<file path="config.mk">
export PLATFORM = sky130hd
export DESIGN_NAME = stom_top
export DESIGN_NICKNAME = d
export VERILOG_FILES = /design/src/stom_disc_mon.v /design/src/stom_top.v
export VERILOG_INCLUDE_DIRS = /design/src
export SDC_FILE = /design/constraint.sdc
export NUM_CORES = 1
export LEC_CHECK = 0
export ABC_CLOCK_PERIOD_IN_PS = 7100
export BUFFER_PORTS_ARGS = -buffer_cell sky130_fd_sc_hd__buf_2
export CAP_MARGIN = 30
export CORE_MARGIN = 4
export CORE_UTILIZATION = 55
export DETAILED_ROUTE_END_ITERATION = 6
export GPL_ROUTABILITY_DRIVEN = 0
export PLACE_DENSITY = 0.73
export SYNTH_ARGS = -nofsm -noshare
export SYNTH_HDL_FRONTEND = slang
export SYNTH_HIERARCHICAL = 1
export SYNTH_SLANG_ARGS = --single-unit
</file>
<file path="constraint.sdc">
create_clock -name sys_clk_i -period 7.1 [get_ports sys_clk_i]
set_input_delay 1.42 -clock sys_clk_i [delete_from_list [all_inputs] [get_ports sys_clk_i]]
set_output_delay 1.42 -clock sys_clk_i [all_outputs]
set_load 0.02 [all_outputs]
</file>
<file path="src/stom_map.vh">
`ifndef STOM_MAP_VH
`define STOM_MAP_VH

// =====================================================================
// Register offsets (byte addresses on the plain register port)
`define STOM_REG_CTRL 8'h00
`define STOM_REG_DI_FUNC 8'h04
`define STOM_REG_DO_FUNC 8'h08
`define STOM_REG_DISC_TIME 8'h0c
`define STOM_REG_STATUS 8'h10
`define STOM_REG_IRQ_STAT 8'h14
`define STOM_REG_IRQ_MASK 8'h18

// =====================================================================
// Field positions and widths
`define STOM_CTRL_TRIG_SRC 0
`define STOM_FUNC_W 4
`define STOM_ST_SAFE 0
`define STOM_ST_MON_OUT 1
`define STOM_ST_PAIR_A 2
`define STOM_ST_PAIR_B 3
`define STOM_ST_READY 4
`define STOM_ST_HW_DISC 5
`define STOM_ST_FSM_LSB 6
`define STOM_ST_DI_REQ_LSB 8
`define STOM_ST_DI_DISC_LSB 16
`define STOM_IRQ_W 4
`define STOM_IRQ_SAFE_IN 0
`define STOM_IRQ_SAFE_OUT 1
`define STOM_IRQ_HW_DISC 2
`define STOM_IRQ_DI_DISC 3

// =====================================================================
// Codes and reset values
`define STOM_FUNC_TORQUE_OFF 4'h1
`define STOM_TRIG_LOCAL 1'b0
`define STOM_TRIG_BUS 1'b1
`define STOM_CTRL_RST 32'h00000000
`define STOM_DI_FUNC_RST 32'h00000000
`define STOM_DO_FUNC_RST 32'h00000000
`define STOM_DISC_TIME_RST 32'h000f4240
`define STOM_IRQ_MASK_RST 4'h0

// =====================================================================
// Timing
`define STOM_CLK_MHZ 200
`define STOM_RESP_TYP_MS 30
`define STOM_RESP_MAX_MS 100
`define STOM_READY_DELAY_MS 400
`define STOM_READY_DELAY_CYC (`STOM_READY_DELAY_MS * `STOM_CLK_MHZ * 1000)

`endif

</file>
<file path="src/stom_disc_mon.v">
`timescale 1ns/1ps
`include "stom_map.vh"

// =====================================================================
// Dual-channel monitor: request on either channel low, discrepancy timer
module stom_disc_mon #(
  parameter DISC_W = 32
)(
  input wire sys_clk_i,
  input wire arst_n_i,
  input wire clk_en_i,
  input wire chan_a_i,
  input wire chan_b_i,
  input wire [DISC_W-1:0] limit_i,
  output reg req_o,
  output reg fault_o
);

  reg [DISC_W-1:0] disc_cnt;

  // Channels are synchronised by the caller; either low is a request
  always @(posedge sys_clk_i or negedge arst_n_i)
  begin
    if (!arst_n_i)
    begin
      req_o <= 1'b1;
      fault_o <= 1'b0;
      disc_cnt <= {DISC_W{1'b0}};
    end
    else if (clk_en_i)
    begin
      req_o <= ~(chan_a_i & chan_b_i);
      if (chan_a_i == chan_b_i)
      begin
        // Agreement restarts the allowed window and clears the fault
        disc_cnt <= {DISC_W{1'b0}};
        fault_o <= 1'b0;
      end
      else if (disc_cnt >= limit_i)
        fault_o <= 1'b1;
      else
        disc_cnt <= disc_cnt + {{(DISC_W-1){1'b0}}, 1'b1};
    end
  end

endmodule

</file>
<file path="src/stom_top.v">
// Contract
// - Gating may run only while both redundant safe-off inputs are energized.
// - Either safe-off input going low blocks gating, typically within 30 ms.
// - The time from a safe-off input going low to blocked gating never exceeds 100 ms.
// - Trigger source 0 takes safety requests from the local safety digital inputs.
// - Trigger source 1 takes safety requests from received fieldbus process data.
// - Each local safety input and output has a function code; code 1 means torque-off.
// - A status output assigned to torque-off is active while the device is in torque-off.
// - Each local safety input has channels A and B and either one requests the function.
// - Channel disagreement lasting beyond the allowed time raises that input's fault.
// - On the bus the controller sends the request and the device returns its safe state.
// - The safe state is left automatically once the request is gone, with no acknowledge.
// - Recovery needs inputs high, servo-on command inactive and no dangerous fault.
// - After recovery, ready and operation outputs stay low for 400 ms before rising.
// - The device monitor output is active only when both filtered inputs are low.
//
// The implementer's own choices: strobed register access and the address map.
`timescale 1ns/1ps
`include "stom_map.vh"

module stom_top #(
  parameter DI_NUM = 2,
  parameter PWM_W = 6,
  parameter DISC_W = 32,
  parameter READY_DELAY_CYC = `STOM_READY_DELAY_CYC
)(
  input wire sys_clk_i,
  input wire arst_n_i,
  input wire clk_en_i,
  input wire safe_off_input_a_i,
  input wire safe_off_input_b_i,
  input wire [DI_NUM-1:0] safety_digital_input_a_i,
  input wire [DI_NUM-1:0] safety_digital_input_b_i,
  input wire bus_torque_off_req_i,
  input wire servo_on_cmd_i,
  input wire dangerous_fault_i,
  input wire [PWM_W-1:0] pwm_i,
  input wire [7:0] reg_addr_i,
  input wire [31:0] reg_wdata_i,
  input wire reg_wr_i,
  input wire reg_rd_i,
  output reg [31:0] reg_rdata_o,
  output reg [PWM_W-1:0] gate_pwm_o,
  output reg servo_ready_o,
  output reg servo_run_o,
  output reg bus_torque_off_state_o,
  output reg safety_status_output_one_o,
  output reg external_device_monitor_output_o,
  output reg irq_o
);

  // =====================================================================
  // Constants and helpers
  localparam PIN_W = 2 * DI_NUM + 2;
  localparam [1:0] ST_RUN = 2'd0;
  localparam [1:0] ST_SAFE = 2'd1;
  localparam [1:0] ST_WAIT = 2'd2;
  localparam [31:0] DELAY_LAST = READY_DELAY_CYC - 1;
  // Full-word reset values, cut to each register's own width where they are applied
  localparam [31:0] CTRL_RST = `STOM_CTRL_RST;
  localparam [31:0] DO_FUNC_RST = `STOM_DO_FUNC_RST;
  localparam [31:0] DISC_TIME_RST = `STOM_DISC_TIME_RST;

  // Decode of a function code, shared by the input and output assignments
  function is_torque_off;
    input [`STOM_FUNC_W-1:0] code;
    begin
      is_torque_off = (code == `STOM_FUNC_TORQUE_OFF);
    end
  endfunction

  // =====================================================================
  // Configuration and interrupt registers
  reg trig_src;
  reg [31:0] di_func;
  reg [`STOM_FUNC_W-1:0] do_func;
  reg [DISC_W-1:0] disc_time;
  reg [`STOM_IRQ_W-1:0] irq_stat;
  reg [`STOM_IRQ_W-1:0] irq_mask;
  reg [`STOM_IRQ_W-1:0] irq_set;
  reg [`STOM_IRQ_W-1:0] irq_clr;
  reg [`STOM_IRQ_W-1:0] next_irq_stat;

  // =====================================================================
  // Pin synchronisers
  wire [PIN_W-1:0] pin_raw;
  reg [PIN_W-1:0] pin_meta;
  reg [PIN_W-1:0] pin_sync;

  assign pin_raw = {safety_digital_input_b_i, safety_digital_input_a_i,
                    safe_off_input_b_i, safe_off_input_a_i};

  // Two flops per pin; the first stage is read only by the second
  genvar g;
  generate
    for (g = 0; g < PIN_W; g = g + 1)
    begin : g_sync
      always @(posedge sys_clk_i or negedge arst_n_i)
      begin
        if (!arst_n_i)
        begin
          pin_meta[g] <= 1'b0;
          pin_sync[g] <= 1'b0;
        end
        else if (clk_en_i)
        begin
          pin_meta[g] <= pin_raw[g];
          pin_sync[g] <= pin_meta[g];
        end
      end
    end
  endgenerate

  wire pair_a = pin_sync[0];
  wire pair_b = pin_sync[1];
  wire [DI_NUM-1:0] di_a = pin_sync[DI_NUM+1:2];
  wire [DI_NUM-1:0] di_b = pin_sync[2*DI_NUM+1:DI_NUM+2];

  // Monitor inputs with the hard-wired pair on top, so no index runs past a local vector
  wire [DI_NUM:0] mon_a = {pair_a, di_a};
  wire [DI_NUM:0] mon_b = {pair_b, di_b};

  // =====================================================================
  // Channel monitors: one per local input, the last one for the safe-off pair
  wire [DI_NUM:0] chan_req;
  wire [DI_NUM:0] chan_fault;
  reg [DI_NUM:0] chan_fault_q;

  generate
    for (g = 0; g <= DI_NUM; g = g + 1)
    begin : g_mon
      stom_disc_mon #(
        .DISC_W(DISC_W)
      ) u_mon (
        .sys_clk_i(sys_clk_i),
        .arst_n_i(arst_n_i),
        .clk_en_i(clk_en_i),
        .chan_a_i(mon_a[g]),
        .chan_b_i(mon_b[g]),
        .limit_i(disc_time),
        .req_o(chan_req[g]),
        .fault_o(chan_fault[g])
      );
    end
  endgenerate

  // =====================================================================
  // Request selection
  reg di_req;
  reg [DI_NUM-1:0] di_req_vec;
  wire sel_req;
  wire hw_req;
  wire any_req;
  integer i;

  // Only inputs assigned the torque-off code contribute
  always @*
  begin
    di_req_vec = {DI_NUM{1'b0}};
    for (i = 0; i < DI_NUM; i = i + 1)
      di_req_vec[i] = chan_req[i] & is_torque_off(di_func[i*4 +: 4]);
    di_req = |di_req_vec;
  end

  // Source of the selectable requests; the hard-wired pair always applies
  assign sel_req = (trig_src == `STOM_TRIG_BUS) ? bus_torque_off_req_i
                                                : di_req;
  assign hw_req = chan_req[DI_NUM];
  assign any_req = hw_req | sel_req;

  // =====================================================================
  // Safe-state sequencer
  reg [1:0] state;
  reg [1:0] next_state;
  reg [31:0] wait_cnt;
  reg [31:0] next_wait_cnt;
  wire recover_ok;

  // No acknowledge is involved in leaving the safe state
  assign recover_ok = ~any_req & ~servo_on_cmd_i & ~dangerous_fault_i;

  always @*
  begin
    next_state = state;
    next_wait_cnt = wait_cnt;
    case (state)
      ST_RUN:
      begin
        // Blocking follows the request within a few clocks, far inside 100 ms
        if (any_req)
          next_state = ST_SAFE;
      end
      ST_SAFE:
      begin
        next_wait_cnt = 32'h00000000;
        if (recover_ok)
          next_state = ST_WAIT;
      end
      ST_WAIT:
      begin
        // A new request or fault during the hold-off drops back to safe
        if (any_req || dangerous_fault_i)
          next_state = ST_SAFE;
        else if (wait_cnt >= DELAY_LAST)
          next_state = ST_RUN;
        else
          next_wait_cnt = wait_cnt + 32'h00000001;
      end
      default:
        next_state = ST_SAFE;
    endcase
  end

  // Comes up safe: gating stays blocked until a clean recovery
  always @(posedge sys_clk_i or negedge arst_n_i)
  begin
    if (!arst_n_i)
    begin
      state <= ST_SAFE;
      wait_cnt <= 32'h00000000;
    end
    else if (clk_en_i)
    begin
      state <= next_state;
      wait_cnt <= next_wait_cnt;
    end
  end

  // =====================================================================
  // Drive outputs, all registered
  wire next_safe = (next_state != ST_RUN);

  always @(posedge sys_clk_i or negedge arst_n_i)
  begin
    if (!arst_n_i)
    begin
      gate_pwm_o <= {PWM_W{1'b0}};
      servo_ready_o <= 1'b0;
      servo_run_o <= 1'b0;
      bus_torque_off_state_o <= 1'b1;
      safety_status_output_one_o <= 1'b0;
      external_device_monitor_output_o <= 1'b0;
    end
    else if (clk_en_i)
    begin
      gate_pwm_o <= next_safe ? {PWM_W{1'b0}} : pwm_i;
      servo_ready_o <= ~next_safe;
      servo_run_o <= ~next_safe & servo_on_cmd_i;
      bus_torque_off_state_o <= next_safe;
      safety_status_output_one_o <= is_torque_off(do_func) & next_safe;
      external_device_monitor_output_o <= ~pair_a & ~pair_b;
    end
  end

  // =====================================================================
  // Interrupt events
  always @*
  begin
    irq_set = {`STOM_IRQ_W{1'b0}};
    irq_set[`STOM_IRQ_SAFE_IN] = (state == ST_RUN) & next_safe;
    irq_set[`STOM_IRQ_SAFE_OUT] = (state != ST_RUN) & ~next_safe;
    irq_set[`STOM_IRQ_HW_DISC] = chan_fault[DI_NUM] & ~chan_fault_q[DI_NUM];
    irq_set[`STOM_IRQ_DI_DISC] = |(chan_fault[DI_NUM-1:0] & ~chan_fault_q[DI_NUM-1:0]);
    irq_clr = (reg_wr_i && reg_addr_i == `STOM_REG_IRQ_STAT) ?
              reg_wdata_i[`STOM_IRQ_W-1:0] : {`STOM_IRQ_W{1'b0}};
    // A new event wins over a clear in the same cycle
    next_irq_stat = (irq_stat & ~irq_clr) | irq_set;
  end

  // =====================================================================
  // Register writes
  always @(posedge sys_clk_i or negedge arst_n_i)
  begin
    if (!arst_n_i)
    begin
      trig_src <= CTRL_RST[`STOM_CTRL_TRIG_SRC];
      di_func <= `STOM_DI_FUNC_RST;
      do_func <= DO_FUNC_RST[`STOM_FUNC_W-1:0];
      disc_time <= DISC_TIME_RST[DISC_W-1:0];
      irq_mask <= `STOM_IRQ_MASK_RST;
      irq_stat <= {`STOM_IRQ_W{1'b0}};
      chan_fault_q <= {(DI_NUM+1){1'b0}};
      irq_o <= 1'b0;
    end
    else if (clk_en_i)
    begin
      irq_stat <= next_irq_stat;
      chan_fault_q <= chan_fault;
      irq_o <= |(next_irq_stat & irq_mask);
      if (reg_wr_i)
      begin
        case (reg_addr_i)
          `STOM_REG_CTRL: trig_src <= reg_wdata_i[`STOM_CTRL_TRIG_SRC];
          `STOM_REG_DI_FUNC: di_func <= reg_wdata_i;
          `STOM_REG_DO_FUNC: do_func <= reg_wdata_i[`STOM_FUNC_W-1:0];
          `STOM_REG_DISC_TIME: disc_time <= reg_wdata_i[DISC_W-1:0];
          `STOM_REG_IRQ_MASK: irq_mask <= reg_wdata_i[`STOM_IRQ_W-1:0];
          default:
          begin
          end
        endcase
      end
    end
  end

  // =====================================================================
  // Register reads: data stand only in the cycle after the strobe
  reg [31:0] status_word;
  reg [31:0] rd_mux;

  always @*
  begin
    status_word = 32'h00000000;
    status_word[`STOM_ST_SAFE] = (state != ST_RUN);
    status_word[`STOM_ST_MON_OUT] = external_device_monitor_output_o;
    status_word[`STOM_ST_PAIR_A] = pair_a;
    status_word[`STOM_ST_PAIR_B] = pair_b;
    status_word[`STOM_ST_READY] = servo_ready_o;
    status_word[`STOM_ST_HW_DISC] = chan_fault[DI_NUM];
    status_word[`STOM_ST_FSM_LSB +: 2] = state;
    status_word[`STOM_ST_DI_REQ_LSB +: DI_NUM] = di_req_vec;
    status_word[`STOM_ST_DI_DISC_LSB +: DI_NUM] = chan_fault[DI_NUM-1:0];
    rd_mux = 32'h00000000;
    case (reg_addr_i)
      `STOM_REG_CTRL: rd_mux[`STOM_CTRL_TRIG_SRC] = trig_src;
      `STOM_REG_DI_FUNC: rd_mux = di_func;
      `STOM_REG_DO_FUNC: rd_mux[`STOM_FUNC_W-1:0] = do_func;
      `STOM_REG_DISC_TIME: rd_mux[DISC_W-1:0] = disc_time;
      `STOM_REG_STATUS: rd_mux = status_word;
      `STOM_REG_IRQ_STAT: rd_mux[`STOM_IRQ_W-1:0] = irq_stat;
      `STOM_REG_IRQ_MASK: rd_mux[`STOM_IRQ_W-1:0] = irq_mask;
      default: rd_mux = 32'h00000000; // Unmapped reads as zero
    endcase
  end

  always @(posedge sys_clk_i or negedge arst_n_i)
  begin
    if (!arst_n_i)
      reg_rdata_o <= 32'h00000000;
    else if (clk_en_i)
      reg_rdata_o <= reg_rd_i ? rd_mux : 32'h00000000;
  end

endmodule
</file>
Word level (Yosys, flattened, before mapping)
Cells that the tools add are included.
{"block": "word_totals", "ff_bits": 272, "inputBits": 60}
{"block": "classes", "order_cmp": 4, "reduce_logical": 25, "bitwise_logic": 30, "eq_ne": 19, "mux": 27, "add_sub_neg": 4}
{"cell": "32-bit two-way mux", "n": 9}
{"cell": "32-bit by 1-bit adder with 32-bit output, second input constant", "n": 4}
{"cell": "32-bit greater-or-equal comparator", "n": 3}
{"cell": "28-bit case mux with 3 select lines", "n": 1}
{"cell": "32-bit case mux with 2 select lines", "n": 1}
{"cell": "32-bit by 27-bit greater-or-equal comparator with 1-bit output, second input constant", "n": 1}
{"cell": "8-bit by 5-bit equality test with 1-bit output, second input constant", "n": 3}
{"cell": "3-bit case mux with 6 select lines", "n": 1}
{"cell": "8-bit by 4-bit equality test with 1-bit output, second input constant", "n": 2}
{"cell": "3-bit AND reduction", "n": 5}
{"cell": "1-bit bitwise AND", "n": 13}
{"cell": "4-bit by 1-bit equality test with 1-bit output, second input constant", "n": 3}
{"cell": "2-bit AND reduction", "n": 6}
{"cell": "2-bit nonzero test", "n": 6}
{"cell": "1-bit NOT", "n": 10}
{"cell": "4-bit bitwise AND", "n": 2}
{"cell": "8-bit by 3-bit equality test with 1-bit output, second input constant", "n": 1}
{"cell": "8-bit logical NOT", "n": 1}
{"cell": "2-bit two-way mux", "n": 4}
{"cell": "1-bit two-way mux", "n": 7}
{"cell": "1-bit case mux with 7 select lines", "n": 1}
{"cell": "6-bit two-way mux", "n": 1}
{"cell": "2-bit by 1-bit inequality test with 1-bit output, second input constant", "n": 3}
{"cell": "2-bit case mux with 3 select lines", "n": 1}
{"cell": "16 further kinds", "n": 20}

Depth between registers and ports, before layout
Gate-level depths: netlist of run 1.
{"block": "logic_depth", "depth_word": 16, "mapped_depth": 11, "ltp_nobuf": 9}

Modules after synthesis
Netlist of run 1, hierarchy kept.
{"mod": "stom_top", "seq_area_each_um2": 4265.3, "instances": 1, "area_per_inst_um2": 7837.5, "cells_each": 700}
{"mod": "stom_disc_mon at g_mon[0].u_mon ...", "seq_area_each_um2": 852.1, "instances": 2, "area_per_inst_um2": 2985.4, "cells_each": 345}
{"mod": "stom_disc_mon at g_mon[2].u_mon", "seq_area_each_um2": 852.1, "instances": 1, "area_per_inst_um2": 2949.1, "cells_each": 367}

Worst setup path before layout of run 1
OpenSTA, ideal clock, no wires.
{"block": "synth_timing", "path_type": "input port to flip-flop", "startpoint": "in dangerous_fault_i", "endpoint": "reg wait_cnt[19]", "arrival_ns": 3.058, "n_path_buf": 2, "t_required_ns": 7.034, "cell_stages": 7, "setup_ns": 0.066, "path_slack_ns": 3.976, "cell_sequence": "clkbuf_1 or3_1 o31ai_1 o2111ai_1 buf_2 or4_1 nand2_1"}
{"block": "synth_between", "elab_chain_len": 3}
{"element": "from (decl)", "line_no": "stom_top.v:36", "source": "input wire dangerous_fault_i,"}
{"element": "1-bit logical OR", "line_no": "stom_top.v:202", "source": "if (any_req || dangerous_fault_i)"}
{"element": "2-bit inequality test (no line)"}
{"element": "4-bit AND reduction (no line)"}
{"element": "to (signal assigned)", "line_no": "stom_top.v:225", "source": "wait_cnt <= next_wait_cnt;"}
{"element": "to (decl)", "line_no": "stom_top.v:175", "source": "reg [31:0] wait_cnt;"}
Every way passes these cells.
A chain may end at the register's enable or synchronous reset.

Final worst setup path of run 1
{"block": "layout_timing", "startpoint": "reg disc_time[2]", "endpoint": "reg g_mon[0].u_mon.disc_cnt[28]"}
{"block": "layout_between", "elab_chain_len": 3}
{"element": "from (decl)", "line_no": "stom_top.v:77", "source": "reg [DISC_W-1:0] disc_time;"}
{"element": "from (signal assigned)", "line_no": "stom_top.v:279", "source": "disc_time <= DISC_TIME_RST[DISC_W-1:0];"}
{"element": "from (signal assigned)", "line_no": "stom_top.v:296", "source": "`STOM_REG_DISC_TIME: disc_time <= reg_wdata_i[DISC_W-1:0];"}
{"element": "32-bit greater-or-equal comparator", "line_no": "stom_disc_mon.v:39", "source": "else if (disc_cnt >= limit_i)"}
{"element": "2-bit by 1-bit inequality test with 1-bit output (no line)"}
{"element": "2-bit AND reduction (no line)"}
{"element": "to (signal assigned)", "line_no": "stom_disc_mon.v:28", "source": "disc_cnt <= {DISC_W{1'b0}};"}
{"element": "to (signal assigned)", "line_no": "stom_disc_mon.v:36", "source": "disc_cnt <= {DISC_W{1'b0}};"}
{"element": "to (signal assigned)", "line_no": "stom_disc_mon.v:42", "source": "disc_cnt <= disc_cnt + {{(DISC_W-1){1'b0}}, 1'b1};"}
{"element": "to (decl)", "line_no": "stom_disc_mon.v:19", "source": "reg [DISC_W-1:0] disc_cnt;"}
Every way passes these cells.

==> results.ini, run 1 <==
[outcome]
outcome = finished clean

[die]
die_w_um = 183
die_y_um = 183
initial_core_util = 0.561
rows = 63
die-area_mm2 = 0.0333
coreArea_mm2 = 0.0299
io_pins = 104

[timing]
max_freq_mhz = 275
skew_ns = 0.0141
drv_slew = 0
rsz0062_at_grt = false
worstMarginPinSlew_ns = 0.981
tns_ns = 0
finalHoldViolCount = 0
finalSetupViolations = 0
fin_crit_sh = 0.511
finalCriticalPeriod_ns = 3.63
relSlewSlack = 0.346

[clock_tree]
cts_resized = 0
cts_buffer_depth = 3
root_buffer = clkbuf_16
clk_latency_ns = 0.57
cts_hold_repair.buffers = 0
cts_tree = yes
post_cts_buffers = 0
cts_max_level = 1
clkTransAtPathRegs_ns = 0.06
cts_made_buffers = 29
cts_sinks = 272

[finish]
nets = 1982
final_cell_mix = dfrtp_1, nand2_1, inv_1, a21oi_1, ha_1
layout_commonest_cell = dfrtp_1
areaGrowthSynthToFinish_pct = 11.6
final_cell_area_mm2 = 0.0187
drive_above_1_share = 0.183

[placement]
port_buffers = 103
placed_cell_area_mm2 = 0.0176
dpl.hpwl_um = 31500

[global_routing]
grt_max_degree = 149
antenna_found_initial = 1
grt_pass1_wl_um = 73600
grt_use_total = 0.271
grt_pass1_vias = 13600
grt.overflow.total = 0

[logic_synthesis]
synth_edf_count = 0
ys_seq_area_frac = 0.407
async_reset_ff_frac = 1.00
ys_ff_latch = 272
yosys_warnings = 6
syn_area_per_cell_um2 = 9.54
synth_cell_types = 84
synth_nets = 1920
ys.flop_type = dfrtp_1
syn-cell-area_mm2 = 0.0168
syn_inst = 1757

[worst_setup_path]
start_kind = flip-flop
worstPathRequired_ns = 7.56
crit_type = reg2reg
cp-end-kind = flip-flop
slowest_stage = a21oi_1
arrival_ns = 4.09
cp_max_fo = 11
crit_family = compound AO/OA/AOI/OAI gates
worst-path-buf-inv = 1
worstPathCellList = inv_1 > ha_1 > a211oi_2 > o21ai_1 > a211oi_2 > o2111ai_2 > a21oi_1 > a21oi_1 > a311oi_1
slowest_delay_ns = 0.93

[routing]
post_drt_wl_per_cell_um = 20.8
drt_first_pass_iters = 6
vias_per_cell = 6.43
drc_errors = 0
vias = 14400
drt-total-wl_um = 46500
drtIter0Drc = 1364
ant_nets = 0

[flow_run]
max_cap_violations = 0

[power_and_ir_drop]
p_leak_nw = 8.54
p_total_mw = 5.13
ir_drop_v = 0.000207
power.density_mw_per_mm2 = 274

[hold_path]
hp-class = reg2reg

-- Yosys cell counts, drive strengths merged, types with 15 or more instances --
library cell	number	area share
inv	163	0.037
nor2	92	0.021
a22o	20	0.010
mux2i	21	0.013
mux2	93	0.062
a22oi	28	0.013
dfrtp	260	0.39
nand2	190	0.044
a31oi	26	0.0097
o21ai	33	0.010
a21oi	114	0.034
ha	103	0.077
nor3	36	0.011
clkbuf	58	0.013
o22ai	41	0.015
nand3	54	0.016
and3	51	0.020
a221o	26	0.016
a211o	19	0.0099
and2	15	0.0056
buf	30	0.011
o211ai	16	0.0072
and4	35	0.019
nand4	35	0.013
-- state kept, by name, summed over array words and instances, names as in the netlist, 2 cells and up --
signal                flops
chan_fault_q              3
disc_time                32
irq_mask                  4
do_func                   4
di_b                      2
g_mon.u_mon/req_o         3
irq_stat                  4
di_a                      2
g_mon.u_mon/disc_cnt     96
g_mon.u_mon/fault_o       3
reg_rdata_o              32
state                     2
pin_meta                  6
gate_pwm_o                6
wait_cnt                 32
di_func                  32
-- layout make-up --
type | instances | area, um2
Tap cell | 390 | 488
Multi-Input combinational cell | 1234 | 8960
Fill cell | 2452 | 11200
Antenna cell | 1 | 2.50
Clock inverter | 15 | 318
Sequential cell | 272 | 6820
Timing Repair Buffer | 119 | 681
Inverter | 163 | 612
Clock buffer | 39 | 823
-- per-stage QoR --
step / hold slack [ns] / cells / worst slack, ns / util
2_1_floorplan: 0.465 / 1757 / 3.98 / -
3_3_place_gp: 0.475 / 2177 / 2.96 / 0.587
3_5_place_dp: 0.483 / 2178 / 2.93 / 0.588
4_1_cts: 0.497 / 2232 / 3.52 / 0.626
5_1_grt: 0.516 / 2233 / 3.22 / 0.626
6_report: 0.497 / 2233 / 3.47 / 0.626
-- per-layer routing --
metal	GRT usage	up-vias	share of wire
met2	0.428	595	0.46
met4	0.0751	0	0.029
met1	0.387	7065	0.43
li1	-	6612	-
met5	0	-	0
met3	0.0462	86	0.078
-- worst paths after layout --
kind | from | to | slack [ns] | depth (start not counted)
worst max-delay path | disc_time[2] | g_mon[0].u_mon/disc_cnt[28] | 3.47 | 9
worst min-delay path | di_func[16] | di_func[16] | 0.50 | 1
worst max register to register | disc_time[2] | g_mon[0].u_mon/disc_cnt[28] | 3.47 | 9
worst min register to register | di_func[16] | di_func[16] | 0.50 | 1
max in group asynchronous | arst_n_i | g_mon[0].u_mon/disc_cnt[24] | 4.79 | 2
min in group asynchronous | arst_n_i | wait_cnt[2] | 0.97 | 1
-- logic make-up after synthesis --
kind of cell | count (synthesis) | share of synthesized area
simple gates | 591 | 0.190
compound gates | 420 | 0.188
flops | 272 | 0.407
buf+inv | 251 | 0.0603
mux | 114 | 0.0750
fa+ha+maj | 103 | 0.0769
xor+xnor | 6 | 0.00314
-- power by group --
| part | leakage (nW) | total [mW] | switching (mW) | internal (mW) |
|---|---|---|---|---|
| Clock | 0.558 | 1.80 | 0.654 | 1.14 |
| Sequential | 3.66 | 1.91 | 0.214 | 1.70 |
| Combinational | 4.32 | 1.42 | 0.936 | 0.485 |
Power figures use the tool's default switching activity.
==> inputs of run 2 (changes only) <==
ABC_CLOCK_PERIOD_IN_PS = 2900   (was 7100)
PLACE_DENSITY = 0.76   (was 0.73)
clock period = 2.9 ns   (was 7.1 ns; I/O delays follow)
==> run 2 against run 1 <==
The flow now finishes with violations (hold timing). Sequential share of layout area shrank 1.8 points. Cell area grew 5.3%. Non-clock buffer count grew 100. Wire length grew 2.9%. Total power grew to 2.6 times the previous value. Combinational power grew to 3.1 times the previous value. Sequential power grew 140%. Highest routed layer is now met5.
==> results.ini, run 2 (same netlist as run 1, synthesis figures left out) <==
[power_and_ir_drop]
p_leak_nw = 9.07  ; +6.3%
seqPwrFrac = 0.347  ; -0.026
p_switching_mw = 4.83  ; +170%
p_int_mw = 8.40  ; +150%
clkPwrFrac = 0.317  ; -0.033
ir_drop_v = 0.000576  ; +180%
power.density_mw_per_mm2 = 672  ; +150%
switching_share = 0.365  ; +0.0129
combPwrFrac = 0.337  ; +0.060

[finish]
largest_reg_flops = 96  ; unchanged
final_util = 0.659  ; +0.0330
areaGrowthSynthToFinish_pct = 17.5
layout_commonest_cell = dfrtp_1
nets = 2087  ; +5.3%
largest_register = g_mon.u_mon/disc_cnt
final_cell_mix = dfrtp_1, nand2_1, inv_1, a21oi_1, buf_4
drive_above_1_share = 0.238  ; +0.0541
antenna_cells = 0  ; -1
stdcell_count = 2339  ; +4.7%

[die]
rows = 63  ; unchanged
die-area_mm2 = 0.0333  ; unchanged
die_y_um = 183  ; unchanged
io_pins = 104  ; unchanged
die_w_um = 183  ; unchanged
initial_core_util = 0.561  ; unchanged
coreArea_mm2 = 0.0299  ; unchanged

[timing]
fin_crit_sh = 0.984  ; +0.472
drv_slew = 0  ; unchanged
finalCriticalPeriod_ns = 2.85  ; -0.779 ns
rsz0062_at_grt = true
skew_ns = 0.0276  ; +0.0135 ns
max_freq_mhz = 351  ; +27%
worstMarginPinSlew_ns = 0.798  ; -0.183 ns
finalSetupViolations = 0  ; unchanged
timing.hold.ws_ns = -0.0499  ; -0.547 ns
finalHoldViolCount = 2  ; +2
relSlewSlack = 0.468  ; +0.122

[worst_setup_path]
worstPathRequired_ns = 3.34  ; -4.22 ns
start_kind = flip-flop
crit_type = reg2reg
cp-end-kind = flip-flop
cp_max_fo = 5  ; -6
arrival_ns = 3.30  ; -0.79 ns

[clock_tree]
cts_sinks = 272  ; unchanged
cts_max_level = 1  ; unchanged
cts_tree = yes
cts_buffer_depth = 3  ; unchanged
clkTransAtPathRegs_ns = 0.06  ; about the same
cts_made_buffers = 31  ; +6.9%
cts_hold_repair.buffers = 0  ; unchanged
clk_latency_ns = 0.59  ; +0.02 ns
root_buffer = clkbuf_16

[routing]
drtIter0Drc = 1458  ; +6.9%
drt-total-wl_um = 47800  ; +2.9%
ant_nets = 0  ; unchanged
vias = 15000  ; +4.3%
vias_per_cell = 6.40  ; -0.43%
post_drt_wl_per_cell_um = 20.4  ; -1.8%
drt_first_pass_iters = 5  ; -1
drc_errors = 0  ; unchanged

[global_routing]
grt.overflow.total = 0  ; unchanged
antenna_found_initial = 1  ; unchanged
grt_use_total = 0.276  ; +0.00543
grt_pass1_wl_um = 76300  ; +3.7%
grt_pass1_vias = 14300  ; +5.2%
grt_max_degree = 87  ; -42%

[placement]
dpl.hpwl_um = 33100  ; +5.4%
dp_cells = 2271  ; +4.3%
port_buffers = 103  ; unchanged

[outcome]
violations = hold timing
outcome = complete, but fails checks

[hold_path]
hp-class = in2async

[flow_run]
max_cap_violations = 0  ; unchanged

## run 2: power groups by stage
stage	Clock, mW	Combinational (mW)	Sequential, mW
6_report	4.19	4.45	4.59
5_1_grt	4.39	4.83	4.62
4_1_cts	4.24	4.10	4.56
3_5_place_dp	0	4.00	4.62
3_3_place_gp	0	3.80	4.61
2_1_floorplan	0	2.70	4.54
## run 2: final timing paths
path,start,endpoint,slack [ns],depth (start not counted)
setup / recovery,disc_time[14],g_mon[0].u_mon/disc_cnt[2],0.05,11
hold / removal,arst_n_i,wait_cnt[9],-0.05,1
setup reg to reg,disc_time[14],g_mon[0].u_mon/disc_cnt[2],0.05,11
hold reg to reg,wait_cnt[2],wait_cnt[2],0.50,1
max in group asynchronous,arst_n_i,disc_time[21],2.08,2
min in group sys_clk_i,safety_digital_input_b_i[1],pin_meta[5],0.22,2
## run 2: metal layers
metal,vias to the layer above,GRT usage,routed length (um),part of all wire
li1,6841,-,-,-
met1,7370,0.402,20800,0.43
met4,2,0.0657,1060,0.022
met5,-,0,13,0.00027
met3,93,0.0385,3660,0.076
met2,669,0.440,22300,0.47
## run 2: critical path, stage by stage, from the launching register on
cell and delay (ns):
dfstp_2 0.54, buf_4 0.13, inv_1 0.07, ha_1 0.28, nand2_1 0.09, o21ai_0 0.15, a221oi_2 0.32, o2111ai_4 0.20
buf_4 0.21, a21boi_0 0.31, nor2_1 0.11, a221o_1 0.29
## run 2: cell type report
| cell class | instances | area, um2 |
|---|---|---|
| clock inverters | 16 | 213 |
| flip-flops and latches | 272 | 6830 |
| multi-input cells | 1237 | 9150 |
| well taps | 390 | 488 |
| fillers | 2248 | 10200 |
| clock buffers | 42 | 887 |
| inverters | 163 | 612 |
| repair buffers | 219 | 1520 |
## run 2: timing repair
action,in CTS,in global routing
pin swaps,2,16
cloned,0,3
endpoints found under the setup margin,7,64
resized for setup,3,28
buffers inserted,0,7
## run 2: through the flow
stage	setup WS (ns)	setup TNS (ns)	hold WS [ns]	instance area (um2)	total power, mW
after floorplan	0.203	0	0.284	16800	7.24
after global placement	-0.113	-0.592	0.477	18300	8.41
after detailed placement	-0.0686	-0.223	0.486	18300	8.62
after CTS	0.00620	0	0.0153	19500	12.9
after global routing	-0.0593	-0.172	0.0178	19700	13.8
final	0.0477	0	-0.0499	19700	13.2
